`src/pkg/mvu_pkg.sv`:
```
package mvu_pkg;

    // Microinstruction word: opcode byte, source field, destination field
    typedef struct packed {
        logic [7:0] opcode;
        logic [3:0] src;
        logic [3:0] dst;
    } mvu_mi_t;

    // Flag register layout, bit 7 down to bit 0
    typedef struct packed {
        logic nb;
        logic zb;
        logic c4;
        logic c8;
        logic n;
        logic z;
        logic v;
        logic c;
    } mvu_flags_t;

    // Classic Wishbone request from the master
    typedef struct packed {
        logic cyc;
        logic stb;
        logic we;
        logic [3:0] sel;
        logic [7:0] adr;
        logic [31:0] dat;
    } mvu_wb_req_t;

    typedef enum logic {
        MVU_IDLE,
        MVU_WORD_HIGH
    } mvu_state_t;

    // Opcode patterns
    localparam logic [3:0] MVU_OP_LITERAL = 4'h6;
    localparam logic [7:0] MVU_OP_POINTER = 8'h75;
    localparam logic [7:0] MVU_OP_TRANSLATION = 8'hEE;
    localparam logic [7:0] MVU_OP_FLAG_COPY = 8'h72;
    localparam logic [7:0] MVU_OP_FLAG_LOAD = 8'h73;
    localparam logic [4:0] MVU_OP_MOVE_CLASS = 5'h10;
    // Positions inside the opcode byte
    localparam int MVU_COND_BIT = 2;
    localparam int MVU_WORD_BIT = 1;
    localparam int MVU_CODES_BIT = 0;

    // Register offsets (byte addresses)
    localparam logic [7:0] MVU_ADR_ISSUE = 8'h00;
    localparam logic [7:0] MVU_ADR_FLAGS = 8'h04;
    localparam logic [7:0] MVU_ADR_POINTER = 8'h08;
    localparam logic [7:0] MVU_ADR_TRANSLATION = 8'h0C;
    localparam logic [7:0] MVU_ADR_STATUS = 8'h10;
    localparam logic [1:0] MVU_ADR_FILE_TOP = 2'h1;

    // Status register bit positions
    localparam int MVU_ST_BUSY = 0;
    localparam int MVU_ST_UNSUPPORTED = 1;
    localparam int MVU_ST_SKIPPED = 2;

    // Values after reset
    localparam logic [7:0] MVU_FLAGS_RESET = 8'h00;
    localparam logic [2:0] MVU_POINTER_RESET = 3'h0;
    localparam logic [15:0] MVU_TRANSLATION_RESET = 16'h0000;
    localparam logic [15:0] MVU_MI_RESET = 16'h0000;
    localparam logic [7:0] MVU_FILE_RESET = 8'h00;

endpackage

```
`src/hdl/mvu_regfile.sv`:
```
`timescale 1ns/1ps
module mvu_regfile
    import mvu_pkg::*;
(
    // Clock and reset
    input wire logic clk_in,
    input wire logic reset_in,
    // Read ports
    input wire logic [3:0] rd_a_addr_in,
    input wire logic [3:0] rd_b_addr_in,
    input wire logic [3:0] rd_c_addr_in,
    output logic [7:0] rd_a_data_out,
    output logic [7:0] rd_b_data_out,
    output logic [7:0] rd_c_data_out,
    // Write port
    input wire logic wr_en_in,
    input wire logic [3:0] wr_addr_in,
    input wire logic [7:0] wr_data_in
);

    logic [7:0] file_reg [16];

    always_ff @(posedge clk_in) begin
        if (reset_in) begin
            for (int i = 0; i < 16; i++) begin
                file_reg[i] <= MVU_FILE_RESET;
            end
        end else if (wr_en_in) begin
            file_reg[wr_addr_in] <= wr_data_in;
        end
    end

    assign rd_a_data_out = file_reg[rd_a_addr_in];
    assign rd_b_data_out = file_reg[rd_b_addr_in];
    assign rd_c_data_out = file_reg[rd_c_addr_in];

endmodule

```
`src/hdl/mvu_move_unit.sv`:
```
`timescale 1ns/1ps
module mvu_move_unit
    import mvu_pkg::*;
(
    // Clock and reset
    input wire logic clk_in,
    input wire logic reset_in,
    // Microsequencer issue port
    input wire logic mi_valid_in,
    input wire mvu_mi_t mi_word_in,
    output logic mi_ready_out,
    // Input-word pointer load
    input wire logic iw_pointer_load_in,
    input wire logic [2:0] iw_pointer_in,
    // Machine state
    output mvu_flags_t flags_out,
    output logic [2:0] pointer_out,
    output logic [15:0] translation_out,
    // Wishbone slave
    input wire mvu_wb_req_t wb_req_in,
    output logic [31:0] wb_dat_out,
    output logic wb_ack_out
);

    ////////////////////////////////////////////////////////////////////////////////
    mvu_state_t state_reg;
    mvu_flags_t flags_reg;
    mvu_flags_t flags_next;
    mvu_mi_t held_mi_reg;
    mvu_mi_t cur_mi;
    logic [2:0] pointer_reg;
    logic [15:0] translation_reg;
    logic low_zero_reg;
    logic unsupported_reg;
    logic skipped_reg;
    logic ack_reg;
    logic [31:0] rdata_reg;

    logic seq_go;
    logic bus_take;
    logic bus_issue;
    logic go;
    logic [3:0] a_addr;
    logic [3:0] b_addr;
    logic [7:0] a_data;
    logic [7:0] b_data;
    logic [7:0] c_data;
    logic wr_en;
    logic [3:0] wr_addr;
    logic [7:0] wr_data;
    logic exec_wr;
    logic [7:0] exec_data;
    logic pointer_load;
    logic tr_load;
    logic flags_load;
    logic start_word;
    logic unsupported_hit;
    logic skip_hit;
    logic take;
    logic is_move;
    logic [7:0] high_byte;
    logic bus_wr_file;
    logic bus_wr_flags;
    logic bus_wr_status;
    logic in_file;

    ////////////////////////////////////////////////////////////////////////////////
    // Issue arbitration: sequencer first, bus issue only when it is quiet
    assign seq_go = mi_valid_in && (state_reg == MVU_IDLE);
    assign bus_take = wb_req_in.cyc && wb_req_in.stb && !ack_reg && !seq_go && (state_reg == MVU_IDLE);
    assign bus_issue = bus_take && wb_req_in.we && (wb_req_in.adr == MVU_ADR_ISSUE) && (&wb_req_in.sel[1:0]);
    assign go = seq_go || bus_issue;
    assign cur_mi = seq_go ? mi_word_in : mvu_mi_t'(wb_req_in.dat[15:0]);
    assign mi_ready_out = (state_reg == MVU_IDLE);
    assign in_file = (wb_req_in.adr[7:6] == MVU_ADR_FILE_TOP);
    assign bus_wr_file = bus_take && wb_req_in.we && in_file && wb_req_in.sel[0];
    assign bus_wr_flags = bus_take && wb_req_in.we && (wb_req_in.adr == MVU_ADR_FLAGS) && wb_req_in.sel[0];
    assign bus_wr_status = bus_take && wb_req_in.we && (wb_req_in.adr == MVU_ADR_STATUS) && wb_req_in.sel[0];
    assign is_move = (cur_mi.opcode[7:3] == MVU_OP_MOVE_CLASS);

    ////////////////////////////////////////////////////////////////////////////////
    // Operand addressing; high cycle flips the dst low bit and sets the src low bit
    always_comb begin
        if (state_reg == MVU_WORD_HIGH) begin
            a_addr = {held_mi_reg.dst[3:1], ~held_mi_reg.dst[0]};
            // Odd source: the low byte is reread for sign extension
            b_addr = held_mi_reg.src[0] ? held_mi_reg.src : {held_mi_reg.src[3:1], 1'b1};
        end else begin
            a_addr = cur_mi.dst;
            b_addr = cur_mi.src;
        end
    end

    assign high_byte = held_mi_reg.src[0] ? {8{b_data[7]}} : b_data;

    mvu_regfile u_file (
        .clk_in(clk_in),
        .reset_in(reset_in),
        .rd_a_addr_in(a_addr),
        .rd_b_addr_in(b_addr),
        .rd_c_addr_in(wb_req_in.adr[5:2]),
        .rd_a_data_out(a_data),
        .rd_b_data_out(b_data),
        .rd_c_data_out(c_data),
        .wr_en_in(wr_en),
        .wr_addr_in(wr_addr),
        .wr_data_in(wr_data)
    );

    // Execution and bus never write in the same cycle: bus is stalled
    assign wr_en = exec_wr || bus_wr_file;
    assign wr_addr = exec_wr ? a_addr : wb_req_in.adr[5:2];
    assign wr_data = exec_wr ? exec_data : wb_req_in.dat[7:0];

    ////////////////////////////////////////////////////////////////////////////////
    // Decode and execute; everything here happens inside the unit
    always_comb begin
        flags_next = flags_reg;
        exec_wr = 1'b0;
        exec_data = 8'h00;
        pointer_load = 1'b0;
        tr_load = 1'b0;
        flags_load = 1'b0;
        start_word = 1'b0;
        unsupported_hit = 1'b0;
        skip_hit = 1'b0;
        take = 1'b0;
        if (state_reg == MVU_WORD_HIGH) begin
            exec_wr = 1'b1;
            exec_data = high_byte;
            flags_load = 1'b1;
            flags_next.nb = high_byte[7];
            flags_next.zb = low_zero_reg && (high_byte == 8'h00);
            if (held_mi_reg.opcode[MVU_CODES_BIT]) begin
                flags_next.n = high_byte[7];
                flags_next.z = low_zero_reg && (high_byte == 8'h00);
                flags_next.v = 1'b0;
            end
        end else if (go) begin
            if (cur_mi.opcode[7:4] == MVU_OP_LITERAL) begin
                exec_wr = 1'b1;
                exec_data = {cur_mi.opcode[3:0], cur_mi.src};
                flags_load = 1'b1;
                flags_next.nb = cur_mi.opcode[3];
                flags_next.zb = ({cur_mi.opcode[3:0], cur_mi.src} == 8'h00);
            end else if (cur_mi.opcode == MVU_OP_POINTER) begin
                pointer_load = 1'b1;
            end else if (cur_mi.opcode == MVU_OP_TRANSLATION) begin
                tr_load = 1'b1;
            end else if (cur_mi.opcode == MVU_OP_FLAG_COPY) begin
                exec_wr = 1'b1;
                exec_data = flags_reg;
            end else if (cur_mi.opcode == MVU_OP_FLAG_LOAD) begin
                flags_load = 1'b1;
                flags_next[7:4] = a_data[7:4];
                for (int i = 0; i < 4; i++) begin
                    if (cur_mi.src[i]) begin
                        flags_next[i] = a_data[i];
                    end
                end
            end else if (is_move) begin
                // Carry sampled before this cycle's update
                take = !cur_mi.opcode[MVU_COND_BIT] || flags_reg.c;
                skip_hit = !take;
                if (take) begin
                    exec_wr = 1'b1;
                    exec_data = b_data;
                    start_word = cur_mi.opcode[MVU_WORD_BIT];
                    if (!cur_mi.opcode[MVU_WORD_BIT]) begin
                        flags_load = 1'b1;
                        flags_next.nb = b_data[7];
                        flags_next.zb = (b_data == 8'h00);
                        if (cur_mi.opcode[MVU_CODES_BIT]) begin
                            flags_next.n = b_data[7];
                            flags_next.z = (b_data == 8'h00);
                            flags_next.v = 1'b0;
                        end
                    end
                end
            end else begin
                unsupported_hit = 1'b1;
            end
        end
    end

    ////////////////////////////////////////////////////////////////////////////////
    // Sequencing: word moves return to idle after one high byte cycle
    always_ff @(posedge clk_in) begin
        if (reset_in) begin
            state_reg <= MVU_IDLE;
        end else begin
            case (state_reg)
                MVU_IDLE: begin
                    if (start_word) begin
                        state_reg <= MVU_WORD_HIGH;
                    end
                end
                MVU_WORD_HIGH: begin
                    state_reg <= MVU_IDLE;
                end
                default: begin
                    state_reg <= MVU_IDLE;
                end
            endcase
        end
    end

    always_ff @(posedge clk_in) begin
        if (reset_in) begin
            held_mi_reg <= mvu_mi_t'(MVU_MI_RESET);
            low_zero_reg <= 1'b0;
        end else if (go) begin
            held_mi_reg <= cur_mi;
            low_zero_reg <= (b_data == 8'h00);
        end
    end

    always_ff @(posedge clk_in) begin
        if (reset_in) begin
            flags_reg <= mvu_flags_t'(MVU_FLAGS_RESET);
        end else if (flags_load) begin
            flags_reg <= flags_next;
        end else if (bus_wr_flags) begin
            flags_reg <= mvu_flags_t'(wb_req_in.dat[7:0]);
        end
    end

    // Pointer has exactly two writers
    always_ff @(posedge clk_in) begin
        if (reset_in) begin
            pointer_reg <= MVU_POINTER_RESET;
        end else if (pointer_load) begin
            pointer_reg <= a_data[2:0];
        end else if (iw_pointer_load_in) begin
            pointer_reg <= iw_pointer_in;
        end
    end

    always_ff @(posedge clk_in) begin
        if (reset_in) begin
            translation_reg <= MVU_TRANSLATION_RESET;
        end else if (tr_load) begin
            translation_reg <= {b_data, a_data};
        end
    end

    // Sticky status; a new event beats a same-cycle clear
    always_ff @(posedge clk_in) begin
        if (reset_in) begin
            unsupported_reg <= 1'b0;
            skipped_reg <= 1'b0;
        end else begin
            if (unsupported_hit) begin
                unsupported_reg <= 1'b1;
            end else if (bus_wr_status && wb_req_in.dat[MVU_ST_UNSUPPORTED]) begin
                unsupported_reg <= 1'b0;
            end
            if (skip_hit) begin
                skipped_reg <= 1'b1;
            end else if (bus_wr_status && wb_req_in.dat[MVU_ST_SKIPPED]) begin
                skipped_reg <= 1'b0;
            end
        end
    end

    ////////////////////////////////////////////////////////////////////////////////
    // Wishbone: one-cycle answer once taken; unmapped reads zero
    always_ff @(posedge clk_in) begin
        if (reset_in) begin
            ack_reg <= 1'b0;
        end else begin
            ack_reg <= bus_take;
        end
    end

    always_ff @(posedge clk_in) begin
        if (reset_in) begin
            rdata_reg <= 32'h0000_0000;
        end else if (bus_take) begin
            rdata_reg <= 32'h0000_0000;
            if (in_file) begin
                rdata_reg[7:0] <= c_data;
            end else begin
                case (wb_req_in.adr)
                    MVU_ADR_ISSUE: rdata_reg[15:0] <= held_mi_reg;
                    MVU_ADR_FLAGS: rdata_reg[7:0] <= flags_reg;
                    MVU_ADR_POINTER: rdata_reg[2:0] <= pointer_reg;
                    MVU_ADR_TRANSLATION: rdata_reg[15:0] <= translation_reg;
                    MVU_ADR_STATUS: begin
                        rdata_reg[MVU_ST_BUSY] <= (state_reg != MVU_IDLE);
                        rdata_reg[MVU_ST_UNSUPPORTED] <= unsupported_reg;
                        rdata_reg[MVU_ST_SKIPPED] <= skipped_reg;
                    end
                    default: rdata_reg <= 32'h0000_0000;
                endcase
            end
        end
    end

    assign wb_ack_out = ack_reg;
    assign wb_dat_out = rdata_reg;
    assign flags_out = flags_reg;
    assign pointer_out = pointer_reg;
    assign translation_out = translation_reg;

endmodule

```
`config.mk`:
```
export PLATFORM = sky130hd
export DESIGN_NAME = mvu_move_unit
export DESIGN_NICKNAME = d
export VERILOG_FILES = /design/src/pkg/mvu_pkg.sv /design/src/hdl/mvu_regfile.sv /design/src/hdl/mvu_move_unit.sv
export SDC_FILE = /design/constraint.sdc
export NUM_CORES = 1
export LEC_CHECK = 0
export ABC_AREA = 1
export BUFFER_PORTS_ARGS = -buffer_cell sky130_fd_sc_hd__buf_2
export CAP_MARGIN = 20
export CORE_ASPECT_RATIO = 1.5
export CORE_MARGIN = 2
export CORE_UTILIZATION = 60
export CTS_CLUSTER_DIAMETER = 50
export DETAILED_ROUTE_END_ITERATION = 8
export PLACE_DENSITY = 0.81
export RECOVER_POWER = 50
export SLEW_MARGIN = 20
export SYNTH_ARGS = -nofsm -noshare
export SYNTH_HDL_FRONTEND = slang
export SYNTH_SLANG_ARGS = --single-unit
```
`constraint.sdc`:
```
create_clock -name clk_in -period 6.1 [get_ports clk_in]
set_input_delay 1.22 -clock clk_in [delete_from_list [all_inputs] [get_ports clk_in]]
set_output_delay 1.22 -clock clk_in [all_outputs]
set_load 0.02 [all_outputs]
```
# == Word level (Yosys, flattened, before mapping) ==
# Memories as Yosys holds them, arrays and structs flattened.
# Index checks and enable logic that the tools add are counted.
# totals
register_bits,80
latch_bits,0
mem_bits_rw,128
mem_bits_ro,0
input_bits,70
out_inout_bits,61
word_cells,217
mem_count,1
# classes
addsub,0
mul,0
div_mod_pow,0
magnitude_cmp,0
eq_ne,38
shifts,0
n_mux,117
n_bitwise,2
n_reduce_logical,40
# mem_list
name,words,word_bits,rd,rd_ports_with_merged_regs,wr,line,source
u_file.file_reg,16,8,3,0,16,mvu_regfile.sv:21,logic [7:0] file_reg [16];
# ops
cell,count
$mux W8,19
$mux W1,70
$reduce_and A12 Y1,3
$logic_not A8 Y1,4
$mux W3,9
$eq A8 B7 Y1 const B,3
$ne A4 B4 Y1 const B,6
$ne A3 B3 Y1 const B,6
$logic_and A1 B1 Y1,17
$eq A8 B4 Y1 const B,2
$mux W16,1
$mux W2,8
$mux W4,4
$pmux W8 S2,1
$reduce_and A8 Y1,2
$pmux W3 S5,1
$pmux W5 S3,1
$ne A2 B2 Y1 const B,7
$ne A5 B2 Y1 const B,2
$reduce_and A9 Y1,1
$eq A8 B3 Y1 const B,1
$eq A8 B5 Y1 const B,1
$eq A8 B8 Y1 const B,1
$ne A4 B2 Y1 const B,2
other kinds (15),25

# == Depth between registers and ports, before layout ==
# depth
depth_word,20
mapped_depth,21
mapped_depth_nobuf,19

# == Hierarchy ==
# From an unflattened synthesis, not the netlist that was laid out.
# unflattened
cells_unflattened,1921
hier_area_um2,12982.5
# modules_own_cells
module,n_inst,cells_per_inst,area_each_um2,seq_area_each_um2
mvu_regfile,1,1276,8710.9,3843.7
mvu_move_unit,1,645,4271.6,1281.2

# == Worst setup path after synthesis ==
# Ideal clock, no wire load.
# synth_timing
path_kind,input port to flip-flop
from,in mi_valid_in
to,mem u_file.file_reg[4][0] (enable)
setup_ns,0.329
arrival_time_ns,3.277
required_ns,5.771
slack_ns,2.494
cell_stages,18
path_buffers,3
cell_sequence,buf_4 > nand2_8 > buf_8 > nand2_1 > o21ai_2 > inv_2 > nor2_1 > nand3_2 > nand2_2 > o21ai_4 > nand2_8 > buf_6 > o21ai_2 > nor2_4 > nand2_4 > inv_2 > nand2_2 > nand2_1
# synth_lines
item,line,source
"start, declared",mvu_move_unit.sv:9,"input wire logic mi_valid_in,"
"end, declared",mvu_regfile.sv:21,

==> metrics.txt <==
# TYPE chip_impl_metric gauge
chip_impl_info{name="run_status",value="finished clean"} 1
chip_impl_metric{name="grt_max_degree",unit=""} 57
chip_impl_metric{name="combinationalPowerShare",unit="%"} 21.5
chip_impl_info{name="endpoint_kind",value="flip-flop"} 1
chip_impl_metric{name="cts-hold-fix-buffers",unit=""} 0
chip_impl_metric{name="critical_path.n_buffers_inverters",unit=""} 5
chip_impl_metric{name="cell_internal_pwr",unit="W"} 0.00217
chip_impl_metric{name="synth_async_sr_flop_share",unit="%"} 0
chip_impl_metric{name="cts_post_setup_buffers_inserted",unit=""} 0
chip_impl_metric{name="grt-ovfl-total",unit=""} 0
chip_impl_metric{name="row_count",unit=""} 65
chip_impl_metric{name="grt.met1_usage",unit="%"} 50.7
chip_impl_metric{name="crit_required",unit="ps"} 6200
chip_impl_metric{name="cts-resized-gates",unit=""} 0
chip_impl_metric{name="num-nets-final",unit=""} 1912
chip_impl_info{name="grt_setup_unrepaired",value="false"} 1
chip_impl_metric{name="tns",unit="ps"} 0
chip_impl_metric{name="syn_area_per_cell",unit="µm²"} 7.16
chip_impl_metric{name="fp.dieArea",unit="µm²"} 22600
chip_impl_metric{name="grt_usage",unit="%"} 46.3
chip_impl_metric{name="fillerInstances",unit=""} 1969
chip_impl_metric{name="drt_pre_antenna_iters",unit=""} 7
chip_impl_info{name="post-synth-top-count-cell",value="nand2_1"} 1
chip_impl_metric{name="first_iter_violations",unit=""} 2125
chip_impl_metric{name="die_h",unit="µm"} 183
chip_impl_metric{name="synthesis.yosys.warnings",unit=""} 0
chip_impl_metric{name="power.leakage",unit="nW"} 6.13
chip_impl_info{name="grt_most_used_layer",value="met2"} 1
chip_impl_metric{name="crit_arrival",unit="ps"} 5400
chip_impl_metric{name="postRouteWirelength",unit="µm"} 51500
chip_impl_metric{name="yosys_register_bits",unit=""} 192
chip_impl_metric{name="via_per_inst",unit=""} 6.39
chip_impl_metric{name="routabilityCongestion",unit=""} 1.04
chip_impl_info{name="synthDominantAreaCellType",value="edfxtp_1"} 1
chip_impl_info{name="cell_type_with_the_highest_occurrence_count_on_the_critical_path",value="nand2_2"} 1
chip_impl_metric{name="power_per_standard_cell_area",unit="nW/µm²"} 236
chip_impl_info{name="hp-class",value="reg2reg"} 1
chip_impl_metric{name="layout-drive-gt1-share",unit="%"} 10.2
chip_impl_metric{name="ys_types",unit=""} 48
chip_impl_info{name="cts_root_buffer",value="clkbuf_16"} 1
chip_impl_metric{name="fmax",unit="GHz"} 0.189
chip_impl_metric{name="clock_sink_count",unit=""} 192
chip_impl_metric{name="irDropWorstVdd",unit="mV"} 0.231
chip_impl_metric{name="cts_buffer_depth",unit=""} 2
chip_impl_info{name="post_synth_main_area_contributors",value="edfxtp_1 (30%), nand2_1 (12%), dfxtp_1 (10%)"} 1
chip_impl_info{name="critical-path-slowest-cell",value="clkbuf_1"} 1
chip_impl_metric{name="final-max-slew-violation-count",unit=""} 0
chip_impl_metric{name="antenna_left",unit=""} 0
chip_impl_metric{name="final_area",unit="µm²"} 13800
chip_impl_info{name="dominantRegCellSynth",value="edfxtp_1"} 1
chip_impl_metric{name="gr-usage-met3",unit="%"} 14.4
chip_impl_metric{name="fin_skew",unit="ps"} 12.5
chip_impl_info{name="critical_path.top_delay_family",value="simple AND/OR/NAND/NOR gates"} 1
chip_impl_metric{name="total_power",unit="W"} 0.00326
chip_impl_metric{name="grt_pass1_vias",unit=""} 12500
chip_impl_metric{name="synth_enable_flop_cells",unit=""} 128
chip_impl_metric{name="cell_area_after_synthesis",unit="µm²"} 12900
chip_impl_metric{name="pwr-share-seq",unit="%"} 45.2
chip_impl_metric{name="maxCapViolations",unit=""} 0
chip_impl_metric{name="drc",unit=""} 0
chip_impl_info{name="clock_tree_from_tritoncts",value="yes"} 1
chip_impl_info{name="timing_worst_setup_path_type",value="in2reg"} 1
chip_impl_metric{name="wire_per_inst",unit="µm"} 24.2
chip_impl_metric{name="timing.max_slew.rel_slack",unit="%"} 21.0
chip_impl_metric{name="core-area",unit="µm²"} 21100
chip_impl_metric{name="clkLatencyLatePin",unit="ps"} 460
chip_impl_metric{name="cts-htree-levels",unit=""} 4
chip_impl_metric{name="vias",unit=""} 13600
chip_impl_metric{name="io_buffers",unit=""} 96
chip_impl_metric{name="critical_path.max_stage_delay",unit="ps"} 880
chip_impl_metric{name="timing.critical_path.fanout_max",unit=""} 25
chip_impl_metric{name="max_slew.worst_pin.slew",unit="ps"} 1180
chip_impl_metric{name="largest_reg_flops",unit=""} 128
chip_impl_metric{name="num_io_pins",unit=""} 131
chip_impl_metric{name="number_of_antenna_violations_at_the_first_check_in_global_routing",unit=""} 2
chip_impl_info{name="cp_cell_sequence",value="clkbuf_1, nor4_4, clkbuf_1, inv_1, nor2_1, nand3_1, nand2_2, o21ai_4, nand2_8, inv_2, nand2_1, nand2_2, nor2_4, nand2_4, inv_1, nand2_2, nand2_1"} 1
chip_impl_metric{name="initial_utilization",unit="%"} 61.1
chip_impl_metric{name="ys_seq_area_share",unit="%"} 39.9
chip_impl_metric{name="grt_first_pass_wirelength",unit="µm"} 75400
chip_impl_metric{name="layout_min_cycle_time",unit="ps"} 5300
chip_impl_metric{name="path_clk_slew",unit="ps"} 70
chip_impl_metric{name="share_clk_of_total_power",unit="%"} 33.3
chip_impl_metric{name="area.growth.synth_to_final",unit="%"} 7.48
chip_impl_metric{name="cts_inserted_buffers",unit=""} 17
chip_impl_metric{name="die_w",unit="µm"} 124
chip_impl_metric{name="period_share",unit="%"} 86.9
chip_impl_info{name="worstSetupStartpointType",value="input pin"} 1
chip_impl_metric{name="finalSetupViolCount",unit=""} 0
chip_impl_metric{name="placement.cell_area",unit="µm²"} 13400
chip_impl_metric{name="power.net_switching",unit="W"} 0.00109
chip_impl_metric{name="fin_hold_ws",unit="ps"} 459
chip_impl_metric{name="finalHoldViolCount",unit=""} 0
chip_impl_metric{name="synthesized_netlist_cell_count",unit=""} 1797
chip_impl_metric{name="place_hpwl",unit="µm"} 36000
chip_impl_metric{name="grt_use_met2",unit="%"} 70.0
chip_impl_metric{name="swShare",unit="%"} 33.4
chip_impl_info{name="synth_common_cells",value="nand2_1 (415), inv_1 (210), nor2_1 (182), nand3_1 (181), edfxtp_1 (128)"} 1
chip_impl_metric{name="post-synth-top-area-fraction",unit="%"} 29.9
power groups by stage:
stage,logic [W],clock network (W),registers (W)
2_1_floorplan,0.000428,0,0.00148
3_3_place_gp,0.000654,0,0.00149
3_5_place_dp,0.000661,0,0.00150
4_1_cts,0.000663,0.00108,0.00147
5_1_grt,0.000739,0.00112,0.00147
6_report,0.000702,0.00108,0.00147
worst paths after layout:
check,cells after the start,start,to,slack [ps]
min reg2reg,2,held_mi_reg[14]$_SDFFE_PP0P_,held_mi_reg[14]$_SDFFE_PP0P_,460
max,17,mi_valid_in,u_file.file_reg[7][6]$_SDFFCE_PN0P_,800
min,2,held_mi_reg[14]$_SDFFE_PP0P_,held_mi_reg[14]$_SDFFE_PP0P_,460
max reg2reg,17,state_reg$_SDFF_PP0_,u_file.file_reg[7][6]$_SDFFCE_PN0P_,1370
kinds of logic after synthesis:
logic type	share of synthesized area [%]
AND/OR/NAND/NOR	31.2
other	0.0292
buffers and inverters	12.0
flip-flops	39.9
AO/OA/AOI/OAI	16.9
metrics by stage:
| stage | cells | setup WS [ps] | utilization, % |
|---|---|---|---|
| floorplan | 1812 | 2490 | - |
| global placement | 2091 | 1090 | 63.5 |
| detailed placement | 2091 | 1020 | 63.5 |
| CTS | 2123 | 1490 | 66.1 |
| global route | 2123 | 617 | 65.6 |
| finish | 2125 | 796 | 65.6 |
worst min-delay path, stage by stage (launching register included):
cell	delay (ps)
dfxtp_1	300
inv_1	60
a21oi_1	50
placed cells by master, fill, tap and decap left out, types with 6 or more instances in the layout:
cell type / count
nand2_1: 419
inv_1: 217
nor2_1: 185
nand3_1: 181
edfxtp_1: 128
o21ai_0: 114
a21oi_1: 98
dfxtp_1: 64
clkbuf_1: 51
nand4_1: 50
buf_2: 50
o22ai_1: 34
o211ai_1: 33
buf_4: 23
nand2_2: 19
inv_2: 18
clkbuf_16: 17
conb_1: 16
a22oi_1: 13
o221ai_1: 12
o21ai_2: 11
o21ai_1: 9
a221oi_1: 9
a31oi_1: 8
nor2_4: 6
clkinv_1: 6
o2111ai_1: 6
metal layers:
metal	wire, µm	up-vias
li1	-	6108
met1	16600	6123
met2	22900	1021
met3	6080	324
met4	5900	0
met5	0	-
cell type report:
cell class | count | area (µm²) | area share, %
diodes | 2 | 5.00 | 0.0362
clock buffers | 20 | 457 | 3.30
clock inverters | 12 | 98.8 | 0.715
inverters | 242 | 911 | 6.59
multi-input cells | 1263 | 6220 | 45.0
flip-flops and latches | 192 | 5120 | 37.1
well taps | 268 | 335 | 2.43
repair buffers | 126 | 671 | 4.85
Note: power is estimated with default switching activity, not from simulation.
